**config.mk**
```make
export PLATFORM = sky130hd
export DESIGN_NAME = ebu_external_bus_unit
export DESIGN_NICKNAME = d
export VERILOG_FILES = /design/src/rtl/ebu_pkg.sv /design/src/rtl/ebu_sync.sv /design/src/rtl/ebu_strobe.sv /design/src/rtl/ebu_external_bus_unit.sv
export VERILOG_INCLUDE_DIRS = /design/src /design/src/rtl
export SDC_FILE = /design/constraint.sdc
export NUM_CORES = 1
export LEC_CHECK = 0
export BUFFER_PORTS_ARGS = -buffer_cell sky130_fd_sc_hd__buf_2
export CAP_MARGIN = 20
export CELL_PAD_IN_SITES_DETAIL_PLACEMENT = 1
export CELL_PAD_IN_SITES_GLOBAL_PLACEMENT = 2
export CORE_AREA = 2 2 175 177
export DETAILED_ROUTE_END_ITERATION = 8
export DIE_AREA = 0 0 177 179
export PLACE_DENSITY = 0.92
export SETUP_SLACK_MARGIN = 0.15
export SYNTH_ARGS = -nofsm -noshare
export SYNTH_HDL_FRONTEND = slang
export SYNTH_HIERARCHICAL = 1
export SYNTH_SLANG_ARGS = --single-unit
```
**constraint.sdc**
```tcl
create_clock -name clk -period 6.82 [get_ports clk]
set_input_delay 1.364 -clock clk [delete_from_list [all_inputs] [get_ports clk]]
set_output_delay 1.364 -clock clk [all_outputs]
set_load 0.01 [all_outputs]
```
**src/rtl/ebu_defs.svh**
```systemverilog
`ifndef EBU_DEFS_SVH
`define EBU_DEFS_SVH

// Field and bus widths.
`define EBU_CNT_W    4
`define EBU_IDX_W    6
`define EBU_ADDR_W   32
`define EBU_DATA_W   16
`define EBU_BE_W     2

// Strobe slots in the per-strobe arrays and edge-select vectors.
`define EBU_STB_CS   0
`define EBU_STB_WE   1
`define EBU_STB_OE   2
`define EBU_STB_BE   3
`define EBU_STB_LBA  4
`define EBU_STB_N    5

// Reset and idle values, and the cycle index cap.
`define EBU_STROBE_IDLE 1'h1
`define EBU_IDX_ZERO    6'h00
`define EBU_IDX_MAX     6'h3F

`endif

```
**src/rtl/ebu_pkg.sv**
```systemverilog
`include "ebu_defs.svh"

package ebu_pkg;

   // Access sequencer states.
   typedef enum logic [1:0] {
      ebu_idle = 2'b00,
      ebu_arm  = 2'b01,
      ebu_run  = 2'b10
   } ebu_state_type;

   // Bus clock cycle index within an access.
   typedef logic [`EBU_IDX_W-1:0] ebu_index_type;

endpackage

```
**src/rtl/ebu_sync.sv**
```systemverilog
`timescale 1ns/1ns
`include "ebu_defs.svh"

module ebu_sync #(
   parameter int W = 1
) (
   // Clock and reset.
   input  wire logic         clk,
   input  wire logic         reset,
   // Raw pins and filtered view.
   input  wire logic [W-1:0] pin,
   output logic      [W-1:0] level,
   output logic      [W-1:0] rise,
   output logic      [W-1:0] fall
);

   genvar i;

   for (i = 0; i < W; i++) begin : g_bit
      logic s1;
      logic s2;
      logic s3;

      // Three-stage capture; a change counts once stages two and three agree.
      always_ff @(posedge clk) begin
         if (reset) begin
            s1       <= 1'h0;
            s2       <= 1'h0;
            s3       <= 1'h0;
            level[i] <= 1'h0;
            rise[i]  <= 1'h0;
            fall[i]  <= 1'h0;
         end else begin
            s1       <= pin[i];
            s2       <= s1;
            s3       <= s2;
            rise[i]  <= (s2 == s3) && s3 && !level[i];
            fall[i]  <= (s2 == s3) && !s3 && level[i];
            if (s2 == s3) begin
               level[i] <= s3;
            end
         end
      end
   end

endmodule

```
**src/rtl/ebu_strobe.sv**
```systemverilog
`timescale 1ns/1ns
`include "ebu_defs.svh"

module ebu_strobe
   import ebu_pkg::*;
(
   // Clock and reset.
   input  wire logic          clk,
   input  wire logic          reset,
   // Access progress.
   input  wire logic          active,
   input  wire logic          enable,
   input  wire logic          bclk_rise,
   input  wire logic          bclk_fall,
   input  wire ebu_index_type rise_index,
   input  wire ebu_index_type fall_index,
   // Placement of this strobe.
   input  wire ebu_index_type assert_at,
   input  wire ebu_index_type negate_at,
   input  wire logic          assert_on_fall,
   input  wire logic          negate_on_fall,
   // Active-low strobe.
   output logic               strobe_n
);

   logic hit_assert;
   logic hit_negate;

   // Each edge of the strobe picks the rising or falling bus clock edge.
   assign hit_assert = assert_on_fall ? (bclk_fall && fall_index == assert_at)
                                      : (bclk_rise && rise_index == assert_at);
   assign hit_negate = negate_on_fall ? (bclk_fall && fall_index == negate_at)
                                      : (bclk_rise && rise_index == negate_at);

   // Negation is taken only while asserted, so an assert and negate on one edge leave the strobe asserted.
   always_ff @(posedge clk) begin
      if (reset || !active) begin
         strobe_n <= `EBU_STROBE_IDLE;
      end else if (!strobe_n && hit_negate) begin
         strobe_n <= 1'h1;
      end else if (strobe_n && enable && hit_assert) begin
         strobe_n <= 1'h0;
      end
   end

endmodule

```
**src/rtl/ebu_external_bus_unit.sv**
```systemverilog
`timescale 1ns/1ns
`include "ebu_defs.svh"

// Notes on behaviour
// - Each strobe edge picks rising or falling.
// - New address always starts on falling edge.
// - Muxed address phase ends on selected edge.
// - Write data starts rising; muxed mode selectable.
// - Inputs sampled on rising bus clock only.
// - Only fast clock enable option set works.
// - Address leads chip select assertion.
// - Plain address held until chip select negates.
// - Muxed address removed after latch counts plus one.
// - Write enable follows chip select by delay.
// - Write enable negates ahead of chip select.
// - Plain read enable follows chip select.
// - Muxed read enable adds latch, hold, one.
// - Read enable negates ahead of chip select.
// - Read byte enables follow chip select.
// - Read byte enables negate ahead of select.
// - Latch strobe follows chip select by delay.
// - All placement counts are whole bus cycles.

module ebu_external_bus_unit
   import ebu_pkg::*;
(
   // Clock and reset.
   input  wire logic                    clk,
   input  wire logic                    reset,
   // Access request and answer.
   input  wire logic                    access_start,
   input  wire logic                    access_write,
   input  wire logic                    access_mux,
   input  wire logic                    access_burst,
   input  wire logic [`EBU_ADDR_W-1:0]  access_address,
   input  wire logic [`EBU_DATA_W-1:0]  access_wdata,
   input  wire logic [`EBU_BE_W-1:0]    access_bytes,
   output logic                         access_busy,
   output logic                         access_done,
   output logic                         access_refused,
   output logic [`EBU_DATA_W-1:0]       read_data,
   output logic                         read_valid,
   // Configuration.
   input  wire logic                    fast_clock_enable_option,
   input  wire logic                    dtack_enable,
   input  wire ebu_index_type           access_length,
   input  wire logic [`EBU_CNT_W-1:0]   select_assert_delay,
   input  wire logic [`EBU_CNT_W-1:0]   select_negate_lead,
   input  wire logic [`EBU_CNT_W-1:0]   write_strobe_assert_delay,
   input  wire logic [`EBU_CNT_W-1:0]   write_strobe_negate_lead,
   input  wire logic [`EBU_CNT_W-1:0]   read_strobe_assert_delay,
   input  wire logic [`EBU_CNT_W-1:0]   read_strobe_negate_lead,
   input  wire logic [`EBU_CNT_W-1:0]   read_byte_strobe_assert_delay,
   input  wire logic [`EBU_CNT_W-1:0]   read_byte_strobe_negate_lead,
   input  wire logic [`EBU_CNT_W-1:0]   latch_strobe_assert_delay,
   input  wire logic [`EBU_CNT_W-1:0]   latch_strobe_negate_count,
   input  wire logic [`EBU_CNT_W-1:0]   read_latch_assert_delay,
   input  wire logic [`EBU_CNT_W-1:0]   read_latch_negate_count,
   input  wire logic [`EBU_CNT_W-1:0]   address_hold_count,
   input  wire logic [`EBU_STB_N-1:0]   assert_on_fall,
   input  wire logic [`EBU_STB_N-1:0]   negate_on_fall,
   input  wire logic                    address_end_on_fall,
   input  wire logic                    write_data_on_fall,
   // Memory bus pins.
   input  wire logic                    bus_clock,
   input  wire logic [`EBU_DATA_W-1:0]  data_in,
   input  wire logic                    transfer_ack_n,
   input  wire logic                    burst_clock_enable_in_n,
   output logic                         chip_select_n,
   output logic [`EBU_ADDR_W-1:0]       address,
   output logic                         address_oe,
   output logic                         write_enable_n,
   output logic                         output_enable_n,
   output logic [`EBU_BE_W-1:0]         byte_enable_n,
   output logic                         address_latch_strobe_n,
   output logic [`EBU_DATA_W-1:0]       data_out,
   output logic                         data_oe
);

   ebu_state_type                 state;
   ebu_index_type                 cycle;
   ebu_index_type                 rise_index;
   ebu_index_type                 fall_index;
   ebu_index_type                 addr_end_at;
   logic                          bclk_rise;
   logic                          bclk_fall;
   logic [`EBU_DATA_W-1:0]        data_level;
   logic                          ack_n_level;
   logic                          ecb_n_level;
   logic                          write_q;
   logic                          mux_q;
   logic                          burst_q;
   logic [`EBU_BE_W-1:0]          bytes_q;
   logic                          last_rise;
   logic                          ack_ok;
   logic                          addr_end_hit;
   logic                          wdata_hit;
   ebu_index_type                 assert_at [`EBU_STB_N];
   ebu_index_type                 negate_at [`EBU_STB_N];
   logic [`EBU_STB_N-1:0]         stb_enable;
   logic [`EBU_STB_N-1:0]         stb_n;

   // Widens a configuration count to a cycle index.
   function automatic ebu_index_type widen(input logic [`EBU_CNT_W-1:0] c);
      return `EBU_IDX_W'(c);
   endfunction

   // True on the chosen bus clock edge of the given cycle.
   function automatic logic edge_hit(input logic on_fall, input logic r, input logic f,
                                     input ebu_index_type ri, input ebu_index_type fi,
                                     input ebu_index_type at);
      return on_fall ? (f && fi == at) : (r && ri == at);
   endfunction

   // Bus clock edge finder on the system clock.
   ebu_sync #(.W(1)) u_bclk_sync (
      .clk   (clk),
      .reset (reset),
      .pin   (bus_clock),
      .level (),
      .rise  (bclk_rise),
      .fall  (bclk_fall)
   );

   // Read data, acknowledge and burst clock enable capture.
   ebu_sync #(.W(`EBU_DATA_W + 2)) u_in_sync (
      .clk   (clk),
      .reset (reset),
      .pin   ({burst_clock_enable_in_n, transfer_ack_n, data_in}),
      .level ({ecb_n_level, ack_n_level, data_level}),
      .rise  (),
      .fall  ()
   );

   // Cycle indices: rise k opens cycle k, fall k sits in its middle.
   assign rise_index = (state == ebu_arm) ? `EBU_IDX_ZERO : cycle + 6'h01;
   assign fall_index = cycle;
   assign ack_ok     = !dtack_enable || !ack_n_level;
   assign last_rise  = (state == ebu_run) && bclk_rise && rise_index >= access_length;
   assign access_busy = (state != ebu_idle);

   // Muxed address phase ends latch assert plus latch negate plus one cycles in.
   assign addr_end_at = widen(latch_strobe_negate_count) + widen(latch_strobe_assert_delay) + 6'h01;
   assign addr_end_hit = edge_hit(address_end_on_fall, bclk_rise, bclk_fall,
                                  rise_index, fall_index, addr_end_at);
   assign wdata_hit = mux_q ? edge_hit(write_data_on_fall, bclk_rise, bclk_fall,
                                       rise_index, fall_index, addr_end_at)
                            : (state == ebu_arm && bclk_rise && address_oe);

   // Access sequencer.
   always_ff @(posedge clk) begin
      if (reset) begin
         state          <= ebu_idle;
         cycle          <= `EBU_IDX_ZERO;
         access_done    <= 1'h0;
         access_refused <= 1'h0;
      end else begin
         access_done    <= 1'h0;
         access_refused <= 1'h0;
         unique case (state)
            ebu_idle: begin
               if (access_start && fast_clock_enable_option) begin
                  state <= ebu_arm;
               end else if (access_start) begin
                  access_refused <= 1'h1;
               end
            end
            ebu_arm: begin
               if (bclk_rise && address_oe) begin
                  state <= ebu_run;
                  cycle <= `EBU_IDX_ZERO;
               end
            end
            ebu_run: begin
               if (last_rise && ack_ok) begin
                  state       <= ebu_idle;
                  access_done <= 1'h1;
               end else if (bclk_rise && cycle != `EBU_IDX_MAX) begin
                  cycle <= cycle + 6'h01;
               end
            end
         endcase
      end
   end

   // Request fields held for the whole access.
   always_ff @(posedge clk) begin
      if (reset) begin
         write_q  <= 1'h0;
         mux_q    <= 1'h0;
         burst_q  <= 1'h0;
         bytes_q  <= 2'h0;
         address  <= 32'h00000000;
         data_out <= 16'h0000;
      end else if (state == ebu_idle && access_start && fast_clock_enable_option) begin
         write_q  <= access_write;
         mux_q    <= access_mux;
         burst_q  <= access_burst;
         bytes_q  <= access_bytes;
         address  <= access_address;
         data_out <= access_wdata;
      end
   end

   // Address drive starts on the first falling edge and ends per mode.
   always_ff @(posedge clk) begin
      if (reset || state == ebu_idle) begin
         address_oe <= 1'h0;
      end else if (state == ebu_arm && bclk_fall) begin
         address_oe <= 1'h1;
      end else if (state == ebu_run && mux_q && addr_end_hit) begin
         address_oe <= 1'h0;
      end
   end

   // Write data drive holds until the access ends.
   always_ff @(posedge clk) begin
      if (reset || state == ebu_idle) begin
         data_oe <= 1'h0;
      end else if (write_q && !data_oe && wdata_hit) begin
         data_oe <= 1'h1;
      end
   end

   // Read capture on rising bus clock edges only.
   always_ff @(posedge clk) begin
      if (reset) begin
         read_data  <= 16'h0000;
         read_valid <= 1'h0;
      end else begin
         read_valid <= 1'h0;
         if (state == ebu_run && bclk_rise && !write_q) begin
            if (burst_q ? (!ecb_n_level && !output_enable_n) : (last_rise && ack_ok)) begin
               read_data  <= data_level;
               read_valid <= 1'h1;
            end
         end
      end
   end

   // Strobe placement in absolute cycles from the access start.
   always_comb begin
      assert_at[`EBU_STB_CS]  = widen(select_assert_delay);
      negate_at[`EBU_STB_CS]  = access_length - widen(select_negate_lead);
      assert_at[`EBU_STB_WE]  = widen(write_strobe_assert_delay);
      negate_at[`EBU_STB_WE]  = access_length - widen(write_strobe_negate_lead);
      assert_at[`EBU_STB_OE]  = mux_q ? widen(read_strobe_assert_delay) + widen(read_latch_negate_count)
                                        + widen(read_latch_assert_delay) + widen(address_hold_count) + 6'h01
                                      : widen(read_strobe_assert_delay);
      negate_at[`EBU_STB_OE]  = access_length - widen(read_strobe_negate_lead);
      assert_at[`EBU_STB_BE]  = write_q ? widen(select_assert_delay)
                                        : widen(read_byte_strobe_assert_delay);
      negate_at[`EBU_STB_BE]  = access_length - (write_q ? widen(select_negate_lead)
                                                         : widen(read_byte_strobe_negate_lead));
      assert_at[`EBU_STB_LBA] = widen(latch_strobe_assert_delay);
      negate_at[`EBU_STB_LBA] = widen(latch_strobe_assert_delay) + widen(latch_strobe_negate_count);
      stb_enable              = {mux_q, 1'h1, !write_q, write_q, 1'h1};
   end

   genvar s;

   // One sequenced strobe per control output.
   for (s = 0; s < `EBU_STB_N; s++) begin : g_strobe
      ebu_strobe u_strobe (
         .clk            (clk),
         .reset          (reset),
         .active         (state == ebu_run),
         .enable         (stb_enable[s]),
         .bclk_rise      (bclk_rise),
         .bclk_fall      (bclk_fall),
         .rise_index     (rise_index),
         .fall_index     (fall_index),
         .assert_at      (assert_at[s]),
         .negate_at      (negate_at[s]),
         .assert_on_fall (assert_on_fall[s]),
         .negate_on_fall (negate_on_fall[s]),
         .strobe_n       (stb_n[s])
      );
   end

   // Strobe outputs; byte lanes follow the request mask.
   assign chip_select_n          = stb_n[`EBU_STB_CS];
   assign write_enable_n         = stb_n[`EBU_STB_WE];
   assign output_enable_n        = stb_n[`EBU_STB_OE];
   assign address_latch_strobe_n = stb_n[`EBU_STB_LBA];
   assign byte_enable_n          = stb_n[`EBU_STB_BE] ? 2'h3 : ~bytes_q;
endmodule

```
==> results of run 1 <==
area by class of cell:
class | instances | area [um^2]
fillers | 3648 | 18500
repair buffers | 233 | 1200
clock inverters | 14 | 144
clock buffers | 18 | 439
inverters | 89 | 334
multi-input cells | 783 | 5620
flip-flops and latches | 165 | 3300
well taps | 396 | 495
stage by stage:
step | setup WS [ps] | utilization [%]
6_report | 2790 | 38.4
5_1_grt | 2510 | 38.4
4_1_cts | 2700 | 38.4
3_5_place_dp | 2350 | 36.5
3_3_place_gp | 2410 | 36.5
2_1_floorplan | 2680 | -
final timing paths:
kind	startpoint	to	slack [ps]	cells past startpoint
min reg2reg	u_in_sync/g_bit[16].s1	u_in_sync/g_bit[16].s2	430	1
max	read_strobe_assert_delay[1]	g_strobe[2].u_strobe/strobe_n	2790	13
max reg2reg	cycle[0]	read_data[4]	2790	11
min	u_in_sync/g_bit[16].s1	u_in_sync/g_bit[16].s2	430	1
routing by layer:
metal / vias up / part of all wire (%) / track usage (%)
li1: 3881 / - / -
met1: 3763 / 42 / 19.6
met2: 146 / 52 / 30.9
met3: 34 / 3.4 / 2.50
met4: 0 / 2.4 / 5.61
met5: - / 0 / 0
registers in the layout (all words and copies together), names as in the netlist, 2 cells and up:
| signal | cells |
|---|---|
| cycle | 6 |
| g_strobe.u_strobe/strobe_n | 5 |
| bytes_q | 2 |
| address | 32 |
| u_in_sync/g_bit.s2 | 18 |
| u_in_sync/g_bit.s3 | 18 |
| u_in_sync/level | 18 |
| data_out | 16 |
| state | 2 |
| read_data | 16 |
| u_in_sync/g_bit.s1 | 18 |
power groups by stage:
stage	Combinational, W	Clock, W	Sequential (W)
after floorplan	0.000391	0	0.00105
after global placement	0.000552	0	0.00105
after detailed placement	0.000572	0	0.00105
after CTS	0.000574	0.000991	0.00103
after global routing	0.000636	0.00103	0.00103
final	0.000566	0.000959	0.00103
worst max-delay path: stages:
cell and delay [ps]:
buf_2 120, fa_1 510, fa_1 520, ha_1 170
inv_1 60, fa_1 400, xnor2_1 140, mux2_2 300
xor2_1 170, nor3_1 210, a22oi_1 120, o32ai_1 140
nand3b_1 100
==> reports/qor.yml, run 1 <==
status: "completed"
ir_drop_v: 0.000134
grt_pass1_wl_um: 41600
clockPowerShare_pct: 37.6
drc: 0
tns_ps: 0
cts_buffers: 17
comb_power_share_pct: 22.2
drt_iter0_drc: 233
clockBufferDepth: 2
routed_wl_um: 26800
avgSynthCellArea_um2: 8.88
placedCellCount: 1666
report.power.total_w: 0.00255
vias_per_cell: 4.61
power.internal_w: 0.00177
min_period_ps: 4030
vias: 7824
hold_buffers: 0
dr.pass1.iters: 4
worstMarginPinSlew_ps: 1050
antenna_found_initial: 0
place.port_buffers: 222
cts.sinks: 165
p_leak_nw: 5.03
antennaDiodeCount: 0
cts-htree-levels: 4
startpoint_type: "input port"
insertion_delay_ps: 420
ctsResizeCount: 0
rsz0062_at_grt: "no"
pwr_density_cell_nw_per_um2: 221
p_sw_w: 0.000778
cts_setup_buffers: 0
switching_share_pct: 30.5
cap_violations: 0
syn2layout_area_growth_pct: 22.5
grt_overflow: 0
initial_core_util_pct: 31.3
cts_tree: "yes"
min_path_type: "reg2reg"
slew_headroom_pct: 30.2
clkTransAtPathRegs_ps: 70
grt_usage_pct: 16.7
io_pins: 223
syn_inst: 1060
fin_cells: 1698
fin_nets: 1504
fmax_mhz: 248
final_common_cell: "buf_2"
hold_violations: 0
min_period_over_period_pct: 59.1
placed_cell_area_um2: 10900
worstSetupPathType: "in2reg"
core_um2: 30000
dieArea_um2: 31700
finClkSkew_ps: 16.2
dpl.hpwl_um: 19700
arrival_ps: 4330
hold_slack_ps: 434
end_kind: "flop"
die_h_um: 179
first_global_vias: 8138
final_cell_mix: "buf_2, dfxtp_1, nand2_1"
crit_fanout: 2
dieWidth_um: 177
slew_violations: 0
root_buffer: "clkbuf_16"
final_antenna_net_count: 0
required_ps: 7120
rows: 64
yosysWarnings: 6
layout-drive-gt1-share_pct: 23.3
postLayoutCellArea_um2: 11500
grt_max_degree: 68
seqPwrFrac_pct: 40.2
gp_congestion: 0.826
wl_per_cell_um: 15.8
synth_area_um2: 9410
finalSetupViolCount: 0
Note: power is estimated with default switching activity, not from simulation.
==> run 2: changes to the inputs <==
--- a/config.mk
+++ b/config.mk
@@ -6,14 +6,15 @@
 export SDC_FILE = /design/constraint.sdc
 export NUM_CORES = 1
 export LEC_CHECK = 0
+export ABC_AREA = 1
 export BUFFER_PORTS_ARGS = -buffer_cell sky130_fd_sc_hd__buf_2
 export CAP_MARGIN = 20
 export CELL_PAD_IN_SITES_DETAIL_PLACEMENT = 1
 export CELL_PAD_IN_SITES_GLOBAL_PLACEMENT = 2
-export CORE_AREA = 2 2 175 177
+export CORE_AREA = 2 2 211 213
 export DETAILED_ROUTE_END_ITERATION = 8
-export DIE_AREA = 0 0 177 179
-export PLACE_DENSITY = 0.92
+export DIE_AREA = 0 0 213 215
+export PLACE_DENSITY = 0.83
 export SETUP_SLACK_MARGIN = 0.15
 export SYNTH_ARGS = -nofsm -noshare
 export SYNTH_HDL_FRONTEND = slang
==> constraint.sdc (replaced) <==
create_clock -name clk -period 3.5 [get_ports clk]
set_input_delay 0.7 -clock clk [delete_from_list [all_inputs] [get_ports clk]]
set_output_delay 0.7 -clock clk [all_outputs]
set_load 0.01 [all_outputs]
==> reports/qor.yml, run 2 <==
first_global_vias: 11300  # +39%
final_common_cell: "nand2_1"
cp.depth: 18  # +5
grt.met1_usage_pct: 20.3  # +0.68 points
io_pins: 223  # unchanged
ir_drop_v: 0.000226  # +69%
insertion_delay_ps: 430  # about the same
grtUsageMet3_pct: 3.16  # +0.65 points
grt_pass1_wl_um: 58500  # +41%
rows: 77  # +20%
finalSetupViolCount: 0  # unchanged
clkTransAtPathRegs_ps: 70  # about the same
synth_area_um2: 10400  # +11%
hold_buffers: 0  # unchanged
critPathMaxStageDelay_ps: 490  # -30 ps
hold_slack_ps: 397  # -37.3 ps
fmax_mhz: 321
worstSetupPathType: "in2reg"
end_kind: "flop"
status: "completed"
antenna_found_initial: 4  # +4
largest_register_ffs: 32  # unchanged
final_antenna_net_count: 0  # unchanged
min_period_ps: 3110
worstHoldPathCells: 2  # +1
initial_core_util_pct: 23.9  # -7.4 points
grt_util_met2_pct: 28.4  # -2.4 points
yosysWarnings: 6  # unchanged
fin_cells: 2528  # +49%
multiInputGateArea_um2: 5520  # -1.7%
vias: 10700  # +36%
slew_headroom_pct: 56.1  # +26 points
drt_iter0_drc: 468  # +100%
avgSynthCellArea_um2: 6.27  # -29%
worstMarginPinSlew_ps: 659  # -386 ps
routed_wl_um: 36200  # +35%
fin_nets: 2137  # +42%
seq_area_um2: 3300  # unchanged
cts_tree: "yes"
required_ps: 3820  # -3300 ps
path_cells: "buf_2, fa_1, fa_1, ha_2, inv_1, fa_2, nor2_4, o21ai_1, a21oi_1, inv_1, nand2_1, nand4_1, nor2_1, nand2_1, nand2_1, nand2_1, nand2_1, nand2_1"
cts-htree-levels: 4  # unchanged
cap_violations: 0  # unchanged
dr.pass1.iters: 4  # unchanged
top_register: "address"
pwr_density_cell_nw_per_um2: 458  # +110%
core_um2: 43600  # +45%
dieArea_um2: 45800  # +45%
dp_slack_ps: -133  # -2480 ps
clockBufferDepth: 2  # unchanged
critical-path-slowest-cell: "fa_1"
crit_family: "adder cells"
nFillCells: 5702  # +56%
layout-drive-gt1-share_pct: 17.2  # -6.2 points
min_period_over_period_pct: 88.9
cts_buffers: 17  # unchanged
post-route-util_pct: 29.9  # -8.5 points
die_h_um: 215  # +20%
grt-busiest-layer: "met2"
vias_per_cell: 4.22  # -8.4%
startpoint_type: "input port"
drc: 0  # unchanged
finClkSkew_ps: 10.2  # -6.01 ps
p_leak_nw: 6.53  # +30%
rsz0062_at_grt: "no"
wl_per_cell_um: 14.3  # -9.1%
syn_inst: 1664  # +57%
place.port_buffers: 222  # unchanged
hold_violations: 0  # unchanged
cts.sinks: 165  # unchanged
grt_max_degree: 54  # -21%
grt_usage_pct: 16.2  # -0.49 points
root_buffer: "clkbuf_16"
arrival_ps: 3430  # -900 ps
r2r_cells: 16  # +5
path_buf_inv: 3  # +1
dpl.hpwl_um: 28000  # +42%
final_cell_mix: "nand2_1, inv_1, buf_2"
crit_path_frequent_cell: "nand2_1"
syn2layout_area_growth_pct: 25.1
slew_violations: 0  # unchanged
gp_congestion: 0.860  # +4.2%
min_path_type: "reg2reg"
layout_setup_ws_ps: 388  # -2400 ps
dieWidth_um: 213  # +20%
grt_overflow: 0  # unchanged
crit_fanout: 2  # unchanged
placedCellCount: 2493  # +50%
run 2: power breakdown:
part,internal (W),total (W),switching [W]
sequential,0.00204,0.00212,0.0000854
clock,0.00111,0.00200,0.000891
combinational,0.000638,0.00185,0.00121
run 2: worst min-delay path, cell delays in order, from the launching register on:
cell	delay (ps)
dfxtp_1	300
inv_1	40
nor2_1	30
run 2: timing repair:
| item | in CTS | in global routing |
|---|---|---|
| setup endpoints to repair | 0 | 1 |
| buffers inserted | 0 | 2 |
| resized for setup | 0 | 5 |
| endpoints found under the hold margin | 0 | 0 |
run 2: layer usage:
| layer | wire length, um | up-vias |
|---|---|---|
| met4 | 561 | 6 |
| met1 | 16400 | 4982 |
| met3 | 1780 | 44 |
| met5 | 39 | - |
| met2 | 17500 | 187 |
| li1 | - | 5448 |
run 2: path summary, 6_finish.rpt:
kind                                                 start                             to  slack, ps
worst max-delay path            read_latch_negate_count[1]  g_strobe[2].u_strobe/strobe_n        390
worst min-delay path                u_in_sync/g_bit[16].s1         u_in_sync/g_bit[16].s2        400
worst max register to register                     write_q  g_strobe[3].u_strobe/strobe_n        460
worst min register to register      u_in_sync/g_bit[16].s1         u_in_sync/g_bit[16].s2        400
run 2: area by class of cell:
| type | count | area share (%) |
|---|---|---|
| sequential | 165 | 25.3 |
| inverter | 403 | 11.6 |
| antenna | 1 | 0.0192 |
| multi-input combinational | 1082 | 42.3 |
| tap | 592 | 5.68 |
| clock buffer | 18 | 3.36 |
| clock inverter | 14 | 1.40 |
| timing repair buffer | 253 | 10.3 |
run 2: stage by stage:
step                      setup TNS, ps  power (W)  area (um^2)
after detailed placement           -133    0.00400        12400
final                                 0    0.00598        13100
after global routing                  0    0.00640        13000
after floorplan                       0    0.00333        10500
after global placement            -39.2    0.00394        12400
after CTS                             0    0.00605        13000
